File: src/fps_map.svh
`ifndef FPS_MAP_SVH
`define FPS_MAP_SVH

// clock period and the millisecond it is counted against
`define FPS_CLK_NS        8
`define FPS_MS_NS         1000000
`define FPS_CYCLES_PER_MS (`FPS_MS_NS / `FPS_CLK_NS)

// sequencing delays in milliseconds
`define FPS_INIT_MS       11'h001
`define FPS_LOGIC_MS      11'h514
`define FPS_MEM_MS        11'h1F4
`define FPS_DN_IO_MS      11'h1F4
`define FPS_DN_MEM_MS     11'h1F4
`define FPS_BACKUP_MS     11'h5DC
`define FPS_FLASH_MS      11'h0FA
`define FPS_DEB_MS        5'h14

// register offsets
`define FPS_REG_CTRL      4'h0
`define FPS_REG_STATUS    4'h4

// control register bit positions
`define FPS_CTRL_OOS      0
`define FPS_CTRL_RQP      1
`define FPS_CTRL_FLASH    2
`define FPS_CTRL_CLRFORCE 3
`define FPS_CTRL_RESET    3'h0

`endif

File: src/fps_pkg.sv
package fps_pkg;

  // sequencer states
  typedef enum logic [2:0] {
    ST_OFF,
    ST_INIT,
    ST_LOGIC,
    ST_MEM,
    ST_ON,
    ST_DN_IO,
    ST_DN_MEM
  } fps_state_t;

  // ordered power outputs
  typedef struct packed {
    logic frameSupply;
    logic initSig;
    logic logicEn;
    logic memEn;
    logic ioBus;
    logic offLed;
  } fps_outs_t;

  // front panel inputs
  typedef struct packed {
    logic powerOn;
    logic powerOff;
    logic override;
    logic acoTest;
  } fps_btn_t;

endpackage : fps_pkg

File: src/fps_ms_tick.sv
`timescale 1ns/10ps
`default_nettype none
`include "fps_map.svh"

module fps_ms_tick #(
  parameter int CYCLES_PER_MS = `FPS_CYCLES_PER_MS
) (
  // clock and reset
  input  wire logic clk,
  input  wire logic rst_n,
  // one-cycle pulse each millisecond
  output logic      msTick
);

  logic [16:0] cycCnt_r;  // cycle counter
  wire         cycWrap = (cycCnt_r == 17'(CYCLES_PER_MS - 1));

  // free running divider
  always_ff @(posedge clk or negedge rst_n)
    if (!rst_n)
      cycCnt_r <= 17'h0;
    else
      cycCnt_r <= cycWrap ? 17'h0 : cycCnt_r + 17'h1;

  assign msTick = cycWrap;

endmodule : fps_ms_tick
`default_nettype wire

File: src/fps_debounce.sv
`timescale 1ns/10ps
`default_nettype none
`include "fps_map.svh"

module fps_debounce #(
  parameter int W = 4
) (
  // clock and reset
  input  wire logic         clk,
  input  wire logic         rst_n,
  // millisecond enable
  input  wire logic         msTick,
  // raw and cleaned levels
  input  wire logic [W-1:0] rawIn,
  output logic      [W-1:0] cleanOut
);

  genvar i;
  // one synchroniser and settle counter per input
  generate
    for (i = 0; i < W; i++)
    begin : gBit
      logic       meta_r;    // first stage, read only by sync_r
      logic       sync_r;    // second stage
      logic       stable_r;  // accepted level
      logic [4:0] cnt_r;     // settle time in ms
      wire        differ = sync_r != stable_r;
      wire        settled = msTick && (cnt_r == `FPS_DEB_MS - 5'h1);
      always_ff @(posedge clk or negedge rst_n)
        if (!rst_n)
        begin
          meta_r   <= 1'b0;
          sync_r   <= 1'b0;
          stable_r <= 1'b0;
          cnt_r    <= 5'h0;
        end
        else
        begin
          meta_r <= rawIn[i];
          sync_r <= meta_r;
          if (!differ)
            cnt_r <= 5'h0;
          else if (settled)
          begin
            stable_r <= sync_r;
            cnt_r    <= 5'h0;
          end
          else if (msTick)
            cnt_r <= cnt_r + 5'h1;
        end
      assign cleanOut[i] = stable_r;
    end
  endgenerate

endmodule : fps_debounce
`default_nettype wire

File: src/fps_sequencer.sv
// Overview of operation
// - power-on press in off state starts power-up
// - fixed order: init phase, then three starts
// - init phase enables supply, clears control state
// - drive two converter start outputs
// - third start output enables I/O bus
// - logic power, 1300 ms, then memory power
// - memory power, 500 ms, then start output
// - off lamp lit until power-up completes
// - off press ignored unless out-of-service set
// - drop init and I/O 500 ms before memory
// - drop start output before logic power
// - off lamp dark until power-down finishes
// - off plus override bypasses service interlock
// - override runs 1500 ms backup, forces release
// - supply release drops every start output
// - on press ignored in alarm-test or powered
`timescale 1ns/10ps
`default_nettype none
`include "fps_map.svh"

module fps_sequencer #(
  parameter int CYCLES_PER_MS = `FPS_CYCLES_PER_MS
) (
  // clock and reset
  input  wire logic        clk,
  input  wire logic        rst_n,
  // front panel switches
  input  wire logic        powerOnButton,
  input  wire logic        powerOffButton,
  input  wire logic        manualOverrideButton,
  input  wire logic        alarmCutoffTestSwitch,
  // register port
  input  wire logic [3:0]  regAddr,
  input  wire logic [31:0] regWrData,
  input  wire logic        regWrEn,
  input  wire logic        regRdEn,
  output logic      [31:0] regRdData,
  // power outputs
  output logic             frameSupplyEnable,
  output logic             initSignals,
  output logic             firstConverterEnable,
  output logic             secondConverterEnable,
  output logic             ioBusPowerEnable,
  // lamps
  output logic             powerOffLed,
  output logic             oosLed,
  output logic             requestPendingIndication
);

  // reset release through two flops
  logic rstMeta_r;
  logic rstSync_n_r;

  always_ff @(posedge clk or negedge rst_n)
    if (!rst_n)
    begin
      rstMeta_r   <= 1'b0;
      rstSync_n_r <= 1'b0;
    end
    else
    begin
      rstMeta_r   <= 1'b1;
      rstSync_n_r <= rstMeta_r;
    end

  // millisecond timebase
  logic msTick;

  fps_ms_tick #(
    .CYCLES_PER_MS (CYCLES_PER_MS)
  ) uTick (
    .clk    (clk),
    .rst_n  (rstSync_n_r),
    .msTick (msTick)
  );

  // cleaned switch levels
  fps_pkg::fps_btn_t rawBtn;
  fps_pkg::fps_btn_t btn;
  fps_pkg::fps_btn_t btnPrev_r;

  assign rawBtn = {powerOnButton, powerOffButton,
                   manualOverrideButton, alarmCutoffTestSwitch};

  fps_debounce #(
    .W (4)
  ) uDeb (
    .clk      (clk),
    .rst_n    (rstSync_n_r),
    .msTick   (msTick),
    .rawIn    (rawBtn),
    .cleanOut (btn)
  );

  // previous levels for press edges
  always_ff @(posedge clk or negedge rstSync_n_r)
    if (!rstSync_n_r)
      btnPrev_r <= '0;
    else
      btnPrev_r <= btn;

  // one pulse per press
  wire onPress  = btn.powerOn && !btnPrev_r.powerOn;
  wire offPress = btn.powerOff && !btnPrev_r.powerOff;

  // control register from software
  logic [2:0] ctrl_r;      // flash, pending, out-of-service
  logic       forced_r;    // sticky: backup timer forced release
  wire        oosInd   = ctrl_r[`FPS_CTRL_OOS];
  wire        rqpInd   = ctrl_r[`FPS_CTRL_RQP];
  wire        rqpFlash = ctrl_r[`FPS_CTRL_FLASH];

  // state and counters
  fps_pkg::fps_state_t state_r;
  fps_pkg::fps_state_t state_nxt;
  logic [10:0]         msCnt_r;      // time in current state
  logic [10:0]         backupCnt_r;  // override backup time
  logic                backupRun_r;  // backup timer active

  // step limit for the current state
  logic [10:0] stepLimit;

  always_comb
  begin
    case (state_r)
      fps_pkg::ST_INIT:   stepLimit = `FPS_INIT_MS;
      fps_pkg::ST_LOGIC:  stepLimit = `FPS_LOGIC_MS;
      fps_pkg::ST_MEM:    stepLimit = `FPS_MEM_MS;
      fps_pkg::ST_DN_IO:  stepLimit = `FPS_DN_IO_MS;
      fps_pkg::ST_DN_MEM: stepLimit = `FPS_DN_MEM_MS;
      default:            stepLimit = 11'h7FF;
    endcase
  end

  // decoded conditions
  wire stepDone  = msTick && (msCnt_r == stepLimit - 11'h1);
  wire stOff     = state_r == fps_pkg::ST_OFF;
  wire stOn      = state_r == fps_pkg::ST_ON;
  wire stRising  = (state_r == fps_pkg::ST_INIT) || (state_r == fps_pkg::ST_LOGIC)
                   || (state_r == fps_pkg::ST_MEM);
  wire overDown  = offPress && btn.override;
  wire normDown  = offPress && oosInd;
  wire startUp   = stOff && onPress && !btn.acoTest;
  wire goDown    = (stOn && (normDown || overDown)) || (stRising && overDown);
  wire backupHit = backupRun_r && msTick
                   && (backupCnt_r == `FPS_BACKUP_MS - 11'h1);
  wire forceOff  = backupHit && !stOff;

  // next state
  always_comb
  begin
    state_nxt = state_r;
    if (forceOff)
      state_nxt = fps_pkg::ST_OFF;
    else
    begin
      case (state_r)
        // waits for an accepted on press
        fps_pkg::ST_OFF:
          if (startUp)
            state_nxt = fps_pkg::ST_INIT;
        // supply up, control state cleared
        fps_pkg::ST_INIT:
          // override here: only the supply is up, drop straight to off
          if (goDown)
            state_nxt = fps_pkg::ST_OFF;
          else if (stepDone)
            state_nxt = fps_pkg::ST_LOGIC;
        // logic power settling
        fps_pkg::ST_LOGIC:
          // override here: memory never came up, skip its step
          if (goDown)
            state_nxt = fps_pkg::ST_DN_MEM;
          else if (stepDone)
            state_nxt = fps_pkg::ST_MEM;
        // memory power settling
        fps_pkg::ST_MEM:
          if (goDown)
            state_nxt = fps_pkg::ST_DN_IO;
          else if (stepDone)
            state_nxt = fps_pkg::ST_ON;
        // fully up; off press needs interlock
        fps_pkg::ST_ON:
          if (goDown)
            state_nxt = fps_pkg::ST_DN_IO;
        // init and I/O dropped, memory still on
        fps_pkg::ST_DN_IO:
          if (stepDone)
            state_nxt = fps_pkg::ST_DN_MEM;
        // memory dropped, logic still on
        fps_pkg::ST_DN_MEM:
          if (stepDone)
            state_nxt = fps_pkg::ST_OFF;
        default:
          state_nxt = fps_pkg::ST_OFF;
      endcase
    end
  end

  // output pattern of a state
  function automatic fps_pkg::fps_outs_t outsOf(input fps_pkg::fps_state_t st);
    fps_pkg::fps_outs_t o;
    o = '0;
    case (st)
      fps_pkg::ST_INIT:   o = 6'b110001;
      fps_pkg::ST_LOGIC:  o = 6'b111001;
      fps_pkg::ST_MEM:    o = 6'b111101;
      fps_pkg::ST_ON:     o = 6'b111110;
      fps_pkg::ST_DN_IO:  o = 6'b101100;
      fps_pkg::ST_DN_MEM: o = 6'b101000;
      default:            o = 6'b000001;  // off: only the lamp
    endcase
    return o;
  endfunction : outsOf

  fps_pkg::fps_outs_t outs_r;
  wire fps_pkg::fps_outs_t outs_nxt = outsOf(state_nxt);

  // state, outputs and step timer
  always_ff @(posedge clk or negedge rstSync_n_r)
    if (!rstSync_n_r)
    begin
      state_r <= fps_pkg::ST_OFF;
      outs_r  <= 6'b000001;
      msCnt_r <= 11'h0;
    end
    else
    begin
      state_r <= state_nxt;
      outs_r  <= outs_nxt;
      // restart timing on every state change
      if (state_nxt != state_r)
        msCnt_r <= 11'h0;
      else if (msTick)
        msCnt_r <= msCnt_r + 11'h1;
    end

  // backup timer for override power-down
  always_ff @(posedge clk or negedge rstSync_n_r)
    if (!rstSync_n_r)
    begin
      backupRun_r <= 1'b0;
      backupCnt_r <= 11'h0;
    end
    else if (goDown && overDown && !backupRun_r)
    begin
      backupRun_r <= 1'b1;
      backupCnt_r <= 11'h0;
    end
    else if (stOff || state_nxt == fps_pkg::ST_OFF)
      backupRun_r <= 1'b0;
    else if (backupRun_r && msTick)
      backupCnt_r <= backupCnt_r + 11'h1;

  // pending lamp flash phase
  logic [10:0] flashCnt_r;
  logic        flashPhase_r;
  wire         flashWrap = msTick && (flashCnt_r == `FPS_FLASH_MS - 11'h1);

  always_ff @(posedge clk or negedge rstSync_n_r)
    if (!rstSync_n_r)
    begin
      flashCnt_r   <= 11'h0;
      flashPhase_r <= 1'b0;
    end
    else if (flashWrap)
    begin
      flashCnt_r   <= 11'h0;
      flashPhase_r <= !flashPhase_r;
    end
    else if (msTick)
      flashCnt_r <= flashCnt_r + 11'h1;

  // register decode
  wire ctrlWr = regWrEn && (regAddr == `FPS_REG_CTRL);
  wire clrForce = ctrlWr && regWrData[`FPS_CTRL_CLRFORCE];
  wire [31:0] statusWord = {20'h0, forced_r, backupRun_r, outs_r, state_r, 1'b0};
  wire [31:0] ctrlWord = {29'h0, ctrl_r};
  wire [31:0] rdMux = (regAddr == `FPS_REG_CTRL)   ? ctrlWord :
                      (regAddr == `FPS_REG_STATUS) ? statusWord : 32'h0;

  // control, sticky flag, read data, lamps
  logic [31:0] rdData_r;
  logic        oosLed_r;
  logic        rqpLed_r;

  always_ff @(posedge clk or negedge rstSync_n_r)
    if (!rstSync_n_r)
    begin
      ctrl_r   <= `FPS_CTRL_RESET;
      forced_r <= 1'b0;
      rdData_r <= 32'h0;
      oosLed_r <= 1'b0;
      rqpLed_r <= 1'b0;
    end
    else
    begin
      if (ctrlWr)
        ctrl_r <= regWrData[2:0];
      // set wins over clear
      if (forceOff)
        forced_r <= 1'b1;
      else if (clrForce)
        forced_r <= 1'b0;
      rdData_r <= regRdEn ? rdMux : 32'h0;
      oosLed_r <= oosInd;
      rqpLed_r <= rqpInd && (!rqpFlash || flashPhase_r);
    end

  // ports from flops
  assign regRdData                = rdData_r;
  assign frameSupplyEnable        = outs_r.frameSupply;
  assign initSignals              = outs_r.initSig;
  assign firstConverterEnable     = outs_r.logicEn;
  assign secondConverterEnable    = outs_r.memEn;
  assign ioBusPowerEnable         = outs_r.ioBus;
  assign powerOffLed              = outs_r.offLed;
  assign oosLed                   = oosLed_r;
  assign requestPendingIndication = rqpLed_r;
endmodule : fps_sequencer
`default_nettype wire

File: config.mk
export PLATFORM = sky130hd
export DESIGN_NAME = fps_sequencer
export DESIGN_NICKNAME = d
export VERILOG_FILES = /design/src/fps_pkg.sv /design/src/fps_ms_tick.sv /design/src/fps_debounce.sv /design/src/fps_sequencer.sv
export VERILOG_INCLUDE_DIRS = /design/src /design/src/src
export SDC_FILE = /design/constraint.sdc
export NUM_CORES = 1
export LEC_CHECK = 0
export BUFFER_PORTS_ARGS = -buffer_cell sky130_fd_sc_hd__buf_2
export CAP_MARGIN = 20
export CORE_MARGIN = 1.5
export CORE_UTILIZATION = 50
export CTS_BUF_LIST = sky130_fd_sc_hd__clkbuf_8
export DETAILED_ROUTE_END_ITERATION = 12
export GPL_ROUTABILITY_DRIVEN = 1
export PLACE_DENSITY = 0.71
export SLEW_MARGIN = 20
export SYNTH_ARGS = -nofsm -noshare
export SYNTH_HDL_FRONTEND = slang
export SYNTH_SLANG_ARGS = --single-unit
File: constraint.sdc
create_clock -name clk -period 6.7 [get_ports clk]
set_input_delay 1.34 -clock clk [delete_from_list [all_inputs] [get_ports clk]]
set_output_delay 1.34 -clock clk [all_outputs]
set_load 0.02 [all_outputs]
==> flow_summary.toml, run 1 <==
[placed_design]
dp.final_hpwl_um = 7520
io_buffers = 35
gp_congestion = 0.856
dpl-instance-area_um2 = 6090

[grt]
track_usage_pct = 18.9
antenna_found_initial = 0
grt_busiest_layer = "met2"
overflow = 0
grtUsageMet2_pct = 30.4
grt_pass1_wl_um = 18700
grt_max_degree = 64
grtUsageMet1_pct = 23.8
grtUsageMet3_pct = 5.28
first_global_vias = 4186

[layout]
diodes = 0
area_growth_syn_to_layout_pct = 10.9
register_area_um2 = 2880
fill_cells = 1007
multiInputGateArea_um2 = 2790
final_cell_mix = "dfrtp_1, nand2_1, nor2_1, buf_2, a21oi_1"
fin_nets = 688
final_common_cell = "dfrtp_1"
drive_above_1_share_pct = 15.7
final_util_pct = 57.0
final_cell_area_um2 = 6510

[sta]
rsz0062_at_grt = "false"
relSlewSlack_pct = 47.5
final-hold-violation-count = 0
period_minus_slack_ps = 3900
worst_pin_slew_ps = 788
skew_ps = 12.0
setup_viol = 0
fmax_mhz = 256
hold-worst-slack_ps = 350
fin_crit_sh_pct = 58.3
maxSlewViolCount = 0
fin_tns_setup_ps = 0

[setup_path]
path_buf_inv = 0
crit_family = "compound AO/OA/AOI/OAI gates"
crit_type = "flop to flop"
slowest_stage = "dfrtp_1"
crit_top_cell = "a21oi_1"
crit_chain = "and2_1, xnor2_1, ha_1, nand3b_1, a211o_1, a211oi_1, o2111ai_1, o22ai_1, a21oi_1, o21ai_2, a21oi_1"
cp.arrival_ps = 4190
cp.required_ps = 6980
end_kind = "flop"
start_kind = "flop"
max_stage_delay_ps = 750
path_max_fanout = 21

[cts]
cts.reportedPaths.clkPinSlew_ps = 70
clockBufferDepth = 2
ctsHtreeMaxLevel = 4
cts_made_buffers = 17
ctsHoldBuffers = 0
post_cts_buffers = 0
clock-sinks = 115
cts_tree = "done"
insertion_delay_ps = 440
ctsResizeCount = 0
cts-root-buf = "clkbuf_8"

[floorplanning]
die_h_um = 111
dieArea_um2 = 12400
die_width_um = 111
rows = 39
ios = 84
start_util_pct = 51.4
coreArea_um2 = 11400

[run]
max-cap-violations = 0

[synthesis]
syn_area_per_cell_um2 = 9.98
async_reset_ff_share_pct = 100
synth_seq_area_share_pct = 49.0
ys.warnings.count = 0
synth.cell_area_um2 = 5870
synth_ff_type = "dfrtp_1"
postSynthCellCount = 588
synth-edff-count = 0
ys_ff_latch = 115
synth_cell_types = 63

[route]
detail_route.wl_per_cell_um = 13.7
drc = 0
drt-initial-drc-count = 239
drt_first_pass_iters = 4
postRouteAntennaNets = 0
vias = 4220
via_per_inst = 5.38
wl_um = 10800

[power_and_ir_drop]
p_leak_nw = 3.03
power_density_nw_per_um2 = 218
ir_drop_mv = 0.169

[min_path]
holdCritPathClass = "flop to flop"

[status]
status = "completed"
## registers in the layout (all words and copies together), names as in the netlist, 2 cells and up
name,cells
msCnt_r,11
backupCnt_r,11
uDeb.gBit.sync_r,4
uTick.cycCnt_r,17
uDeb.gBit.meta_r,4
btnPrev_r,2
regRdData,12
uDeb.gBit.stable_r,4
flashCnt_r,11
state_r,3
uDeb.gBit.cnt_r,20
ctrl_r,3
## Yosys cell counts (4+ instances only)
library cell | n | share of area (%)
nor3b_1 | 9 | 1.2
buf_6 | 4 | 0.77
nor4_1 | 7 | 0.75
nor2b_1 | 13 | 1.4
inv_1 | 14 | 0.90
mux2_2 | 8 | 1.5
dfrtp_1 | 114 | 49
ha_1 | 15 | 3.2
nand2b_1 | 5 | 0.53
xnor2_1 | 24 | 3.6
mux2i_1 | 8 | 1.4
nor2_1 | 39 | 2.5
or3_1 | 9 | 0.96
nand4_1 | 13 | 1.4
nor2_2 | 10 | 1.1
buf_4 | 20 | 2.6
clkbuf_1 | 8 | 0.51
o21ai_0 | 24 | 2.0
nor3_1 | 18 | 1.5
nand2_1 | 71 | 4.5
and3_1 | 13 | 1.4
a21oi_1 | 32 | 2.7
or4_1 | 5 | 0.64
nand3_1 | 16 | 1.4
xor2_1 | 23 | 3.4
and2_1 | 13 | 1.4
## metal layers
metal	vias to the layer above	routed length (um)
met5	-	0
met4	0	177
met3	16	465
met2	88	5100
met1	2028	5040
li1	2088	-
## layout make-up
cell class	count	area share [%]
inverter	14	0.807
tap	143	2.75
multi-input combinational	443	42.8
timing repair buffer	38	3.04
sequential	115	44.3
clock inverter	12	2.11
clock buffer	20	4.23
## worst register-to-register path, cell delays in order (launching register included)
cell and delay, ps:
dfrtp_1 750, and2_1 310, xnor2_1 180, ha_1 330, nand3b_1 190, a211o_1 290, a211oi_1 280, o2111ai_1 290
o22ai_1 310, a21oi_1 130, o21ai_2 590, a21oi_1 100
## report_power, final
| group | internal, W | total, W | switching [W] |
|---|---|---|---|
| clock network | 0.000391 | 0.000661 | 0.000270 |
| logic | 0.0000125 | 0.0000407 | 0.0000282 |
| registers | 0.000707 | 0.000719 | 0.0000127 |
| total | 0.00111 | 0.00142 | 0.000311 |
## worst paths after layout
check	start	end	slack, ps	cells after the start
max reg2reg	state_r[2]$_DFF_PN0_	msCnt_r[1]$_DFFE_PN0P_	2800	11
max in group asynchronous	rstSync_n_r$_DFF_PN0_	uDeb.gBit[2].cnt_r[0]$_DFFE_PN0P_	5150	1
min	uDeb.gBit[3].meta_r$_DFF_PN0_	uDeb.gBit[3].sync_r$_DFF_PN0_	350	0
max	state_r[2]$_DFF_PN0_	msCnt_r[1]$_DFFE_PN0P_	2800	11
min reg2reg	uDeb.gBit[3].meta_r$_DFF_PN0_	uDeb.gBit[3].sync_r$_DFF_PN0_	350	0
min in group asynchronous	rstSync_n_r$_DFF_PN0_	backupCnt_r[2]$_DFFE_PN0P_	420	0
## logic make-up (layout without fill, tap and decap cells)
family | Yosys count | after routing | share of synthesized area [%]
flip-flops | 115 | 115 | 49.0
adder cells (fa/ha/maj) | 15 | 15 | 3.20
other | 2 | 21 | 0.128
AND/OR/NAND/NOR | 255 | 255 | 23.2
buffers and inverters | 49 | 84 | 4.94
multiplexers | 16 | 16 | 2.90
XOR/XNOR | 47 | 47 | 7.01
AO/OA/AOI/OAI | 89 | 89 | 9.59
## metrics by stage
stage	power, W	worst slack, ps	std cells
detailed placement	0.000774	2870	753
finish	0.00142	2800	785
global route	0.00148	2470	785
floorplan	0.000767	3260	607
CTS	0.00144	2830	785
global placement	0.000773	2960	753
No activity file was read; power rests on OpenSTA's default activity.
==> inputs of run 2 (changes only) <==
Settings changed: PLACE_DENSITY 0.71 to 0.74.
Clock period 6.7 ns to 3.22 ns, I/O delays scaled along.
==> flow_summary.toml, run 2 (synthesized netlist as in run 1, its figures left out) <==
[layout]
largest_reg_flops = 20
fin_nets = 705
fin_cells = 802
final_common_cell = "dfrtp_1"
diodes = 0
regMostFlops = "uDeb.gBit.cnt_r"
fill_cells = 965
final_cell_mix = "dfrtp_1, nand2_1, nor2_1, buf_2, a21oi_1"
area_growth_syn_to_layout_pct = 14.0
drive_above_1_share_pct = 19.3

[placed_design]
gp_congestion = 0.926
dp.cells = 764
io_buffers = 35
dp.final_hpwl_um = 7700

[sta]
final-hold-violation-count = 0
period_minus_slack_ps = 3040
setup_viol = 0
maxSlewViolCount = 0
rsz0062_at_grt = "false"
fmax_mhz = 329
skew_ps = 10.0
worst_pin_slew_ps = 580
fin_tns_setup_ps = 0
relSlewSlack_pct = 61.0
fin_crit_sh_pct = 94.5

[setup_path]
path_max_fanout = 13
crit_chain = "and2_4, xnor2_2, buf_4, inv_1, ha_2, nand3_1, a211o_1, mux2i_1, and4_4, nand2_4, o211ai_4, buf_4, xor2_1, nor2_1"
cp.arrival_ps = 3370
path_buf_inv = 3
slowest_stage = "dfrtp_2"
cp.required_ps = 3550
crit_family = "simple AND/OR/NAND/NOR gates"
crit_top_cell = "buf_4"
crit_type = "flop to flop"
max_stage_delay_ps = 440
start_kind = "flop"
end_kind = "flop"

[route]
drt-initial-drc-count = 239
drt_first_pass_iters = 4
vias = 4370
highest_layer = "met4"
met3_length_um = 494
via_per_inst = 5.45
drc = 0
detail_route.wl_per_cell_um = 13.8
postRouteAntennaNets = 0
dr_wl_met2_um = 5460
met1_length_um = 4920
wl_um = 11100

[floorplanning]
die_width_um = 111
rows = 39
ios = 84
coreArea_um2 = 11400
start_util_pct = 51.4
die_h_um = 111
dieArea_um2 = 12400

[cts]
clockBufferDepth = 2
cts.reportedPaths.clkPinSlew_ps = 60
ctsHtreeMaxLevel = 4
insertion_delay_ps = 440
cts-root-buf = "clkbuf_8"
cts_tree = "done"
cts_made_buffers = 17
clock-sinks = 115

[grt]
antenna_found_initial = 0
track_usage_pct = 19.1
grt_pass1_wl_um = 19200
overflow = 0
grt_max_degree = 83
first_global_vias = 4306

[min_path]
holdCritPathClass = "flop to async pin"

[power_and_ir_drop]
p_leak_nw = 3.11
power_density_nw_per_um2 = 435
ir_drop_mv = 0.320

[run]
max-cap-violations = 0

[status]
status = "completed"
==> run 2: final cells by class <==
cell class / instances / area, um^2 / area share [%]
Sequential cell: 115 / 2890 / 43.1
Tap cell: 143 / 179 / 2.67
Multi-Input combinational cell: 443 / 2820 / 42.1
Clock inverter: 11 / 109 / 1.63
Timing Repair Buffer: 55 / 360 / 5.39
Inverter: 14 / 52.6 / 0.785
Clock buffer: 21 / 289 / 4.32
==> run 2: final timing paths <==
kind | from | endpoint | slack [ps] | depth (start not counted)
worst max register to register | state_r[2]$_DFF_PN0_ | backupCnt_r[0]$_DFFE_PN0P_ | 180 | 14
max in group asynchronous | rstSync_n_r$_DFF_PN0_ | powerOffLed$_DFF_PN1_ | 2290 | 1
worst min-delay path | rstSync_n_r$_DFF_PN0_ | uTick.cycCnt_r[3]$_DFF_PN0_ | 290 | 0
min in group clk | alarmCutoffTestSwitch | uDeb.gBit[0].meta_r$_DFF_PN0_ | 310 | 1
worst min register to register | rstSync_n_r$_DFF_PN0_ | uTick.cycCnt_r[3]$_DFF_PN0_ | 290 | 0
worst max-delay path | state_r[2]$_DFF_PN0_ | backupCnt_r[0]$_DFFE_PN0P_ | 180 | 14
==> run 2: power by group <==
group          switching, W  internal [W]
Combinational     0.0000654     0.0000311
Clock              0.000567      0.000757
Sequential        0.0000221       0.00147
Total              0.000654       0.00226
==> run 2: per-layer routing <==
metal	global-route usage [%]	up-vias
li1	-	2124
met1	23.6	2123
met2	32.0	104
met3	4.74	19
met4	7.93	0
met5	0	-
==> run 2: per-stage QoR <==
step	cell area (um^2)	utilization (%)	hold WS (ps)	power (W)	worst slack, ps
after floorplan	5940	-	331	0.00160	72.1
after global placement	6180	54.1	334	0.00161	145
after detailed placement	6180	54.1	337	0.00161	120
after CTS	6590	57.7	278	0.00295	83.9
after global routing	6690	58.6	290	0.00303	3.74
final	6690	58.6	291	0.00291	178
==> run 2: what timing repair did <==
item	4_1_cts	5_1_grt
endpoints found under the setup margin	0	27
endpoints found under the hold margin	2	0
hold buffers	1	0
setup buffers	0	5
resized for setup	0	13
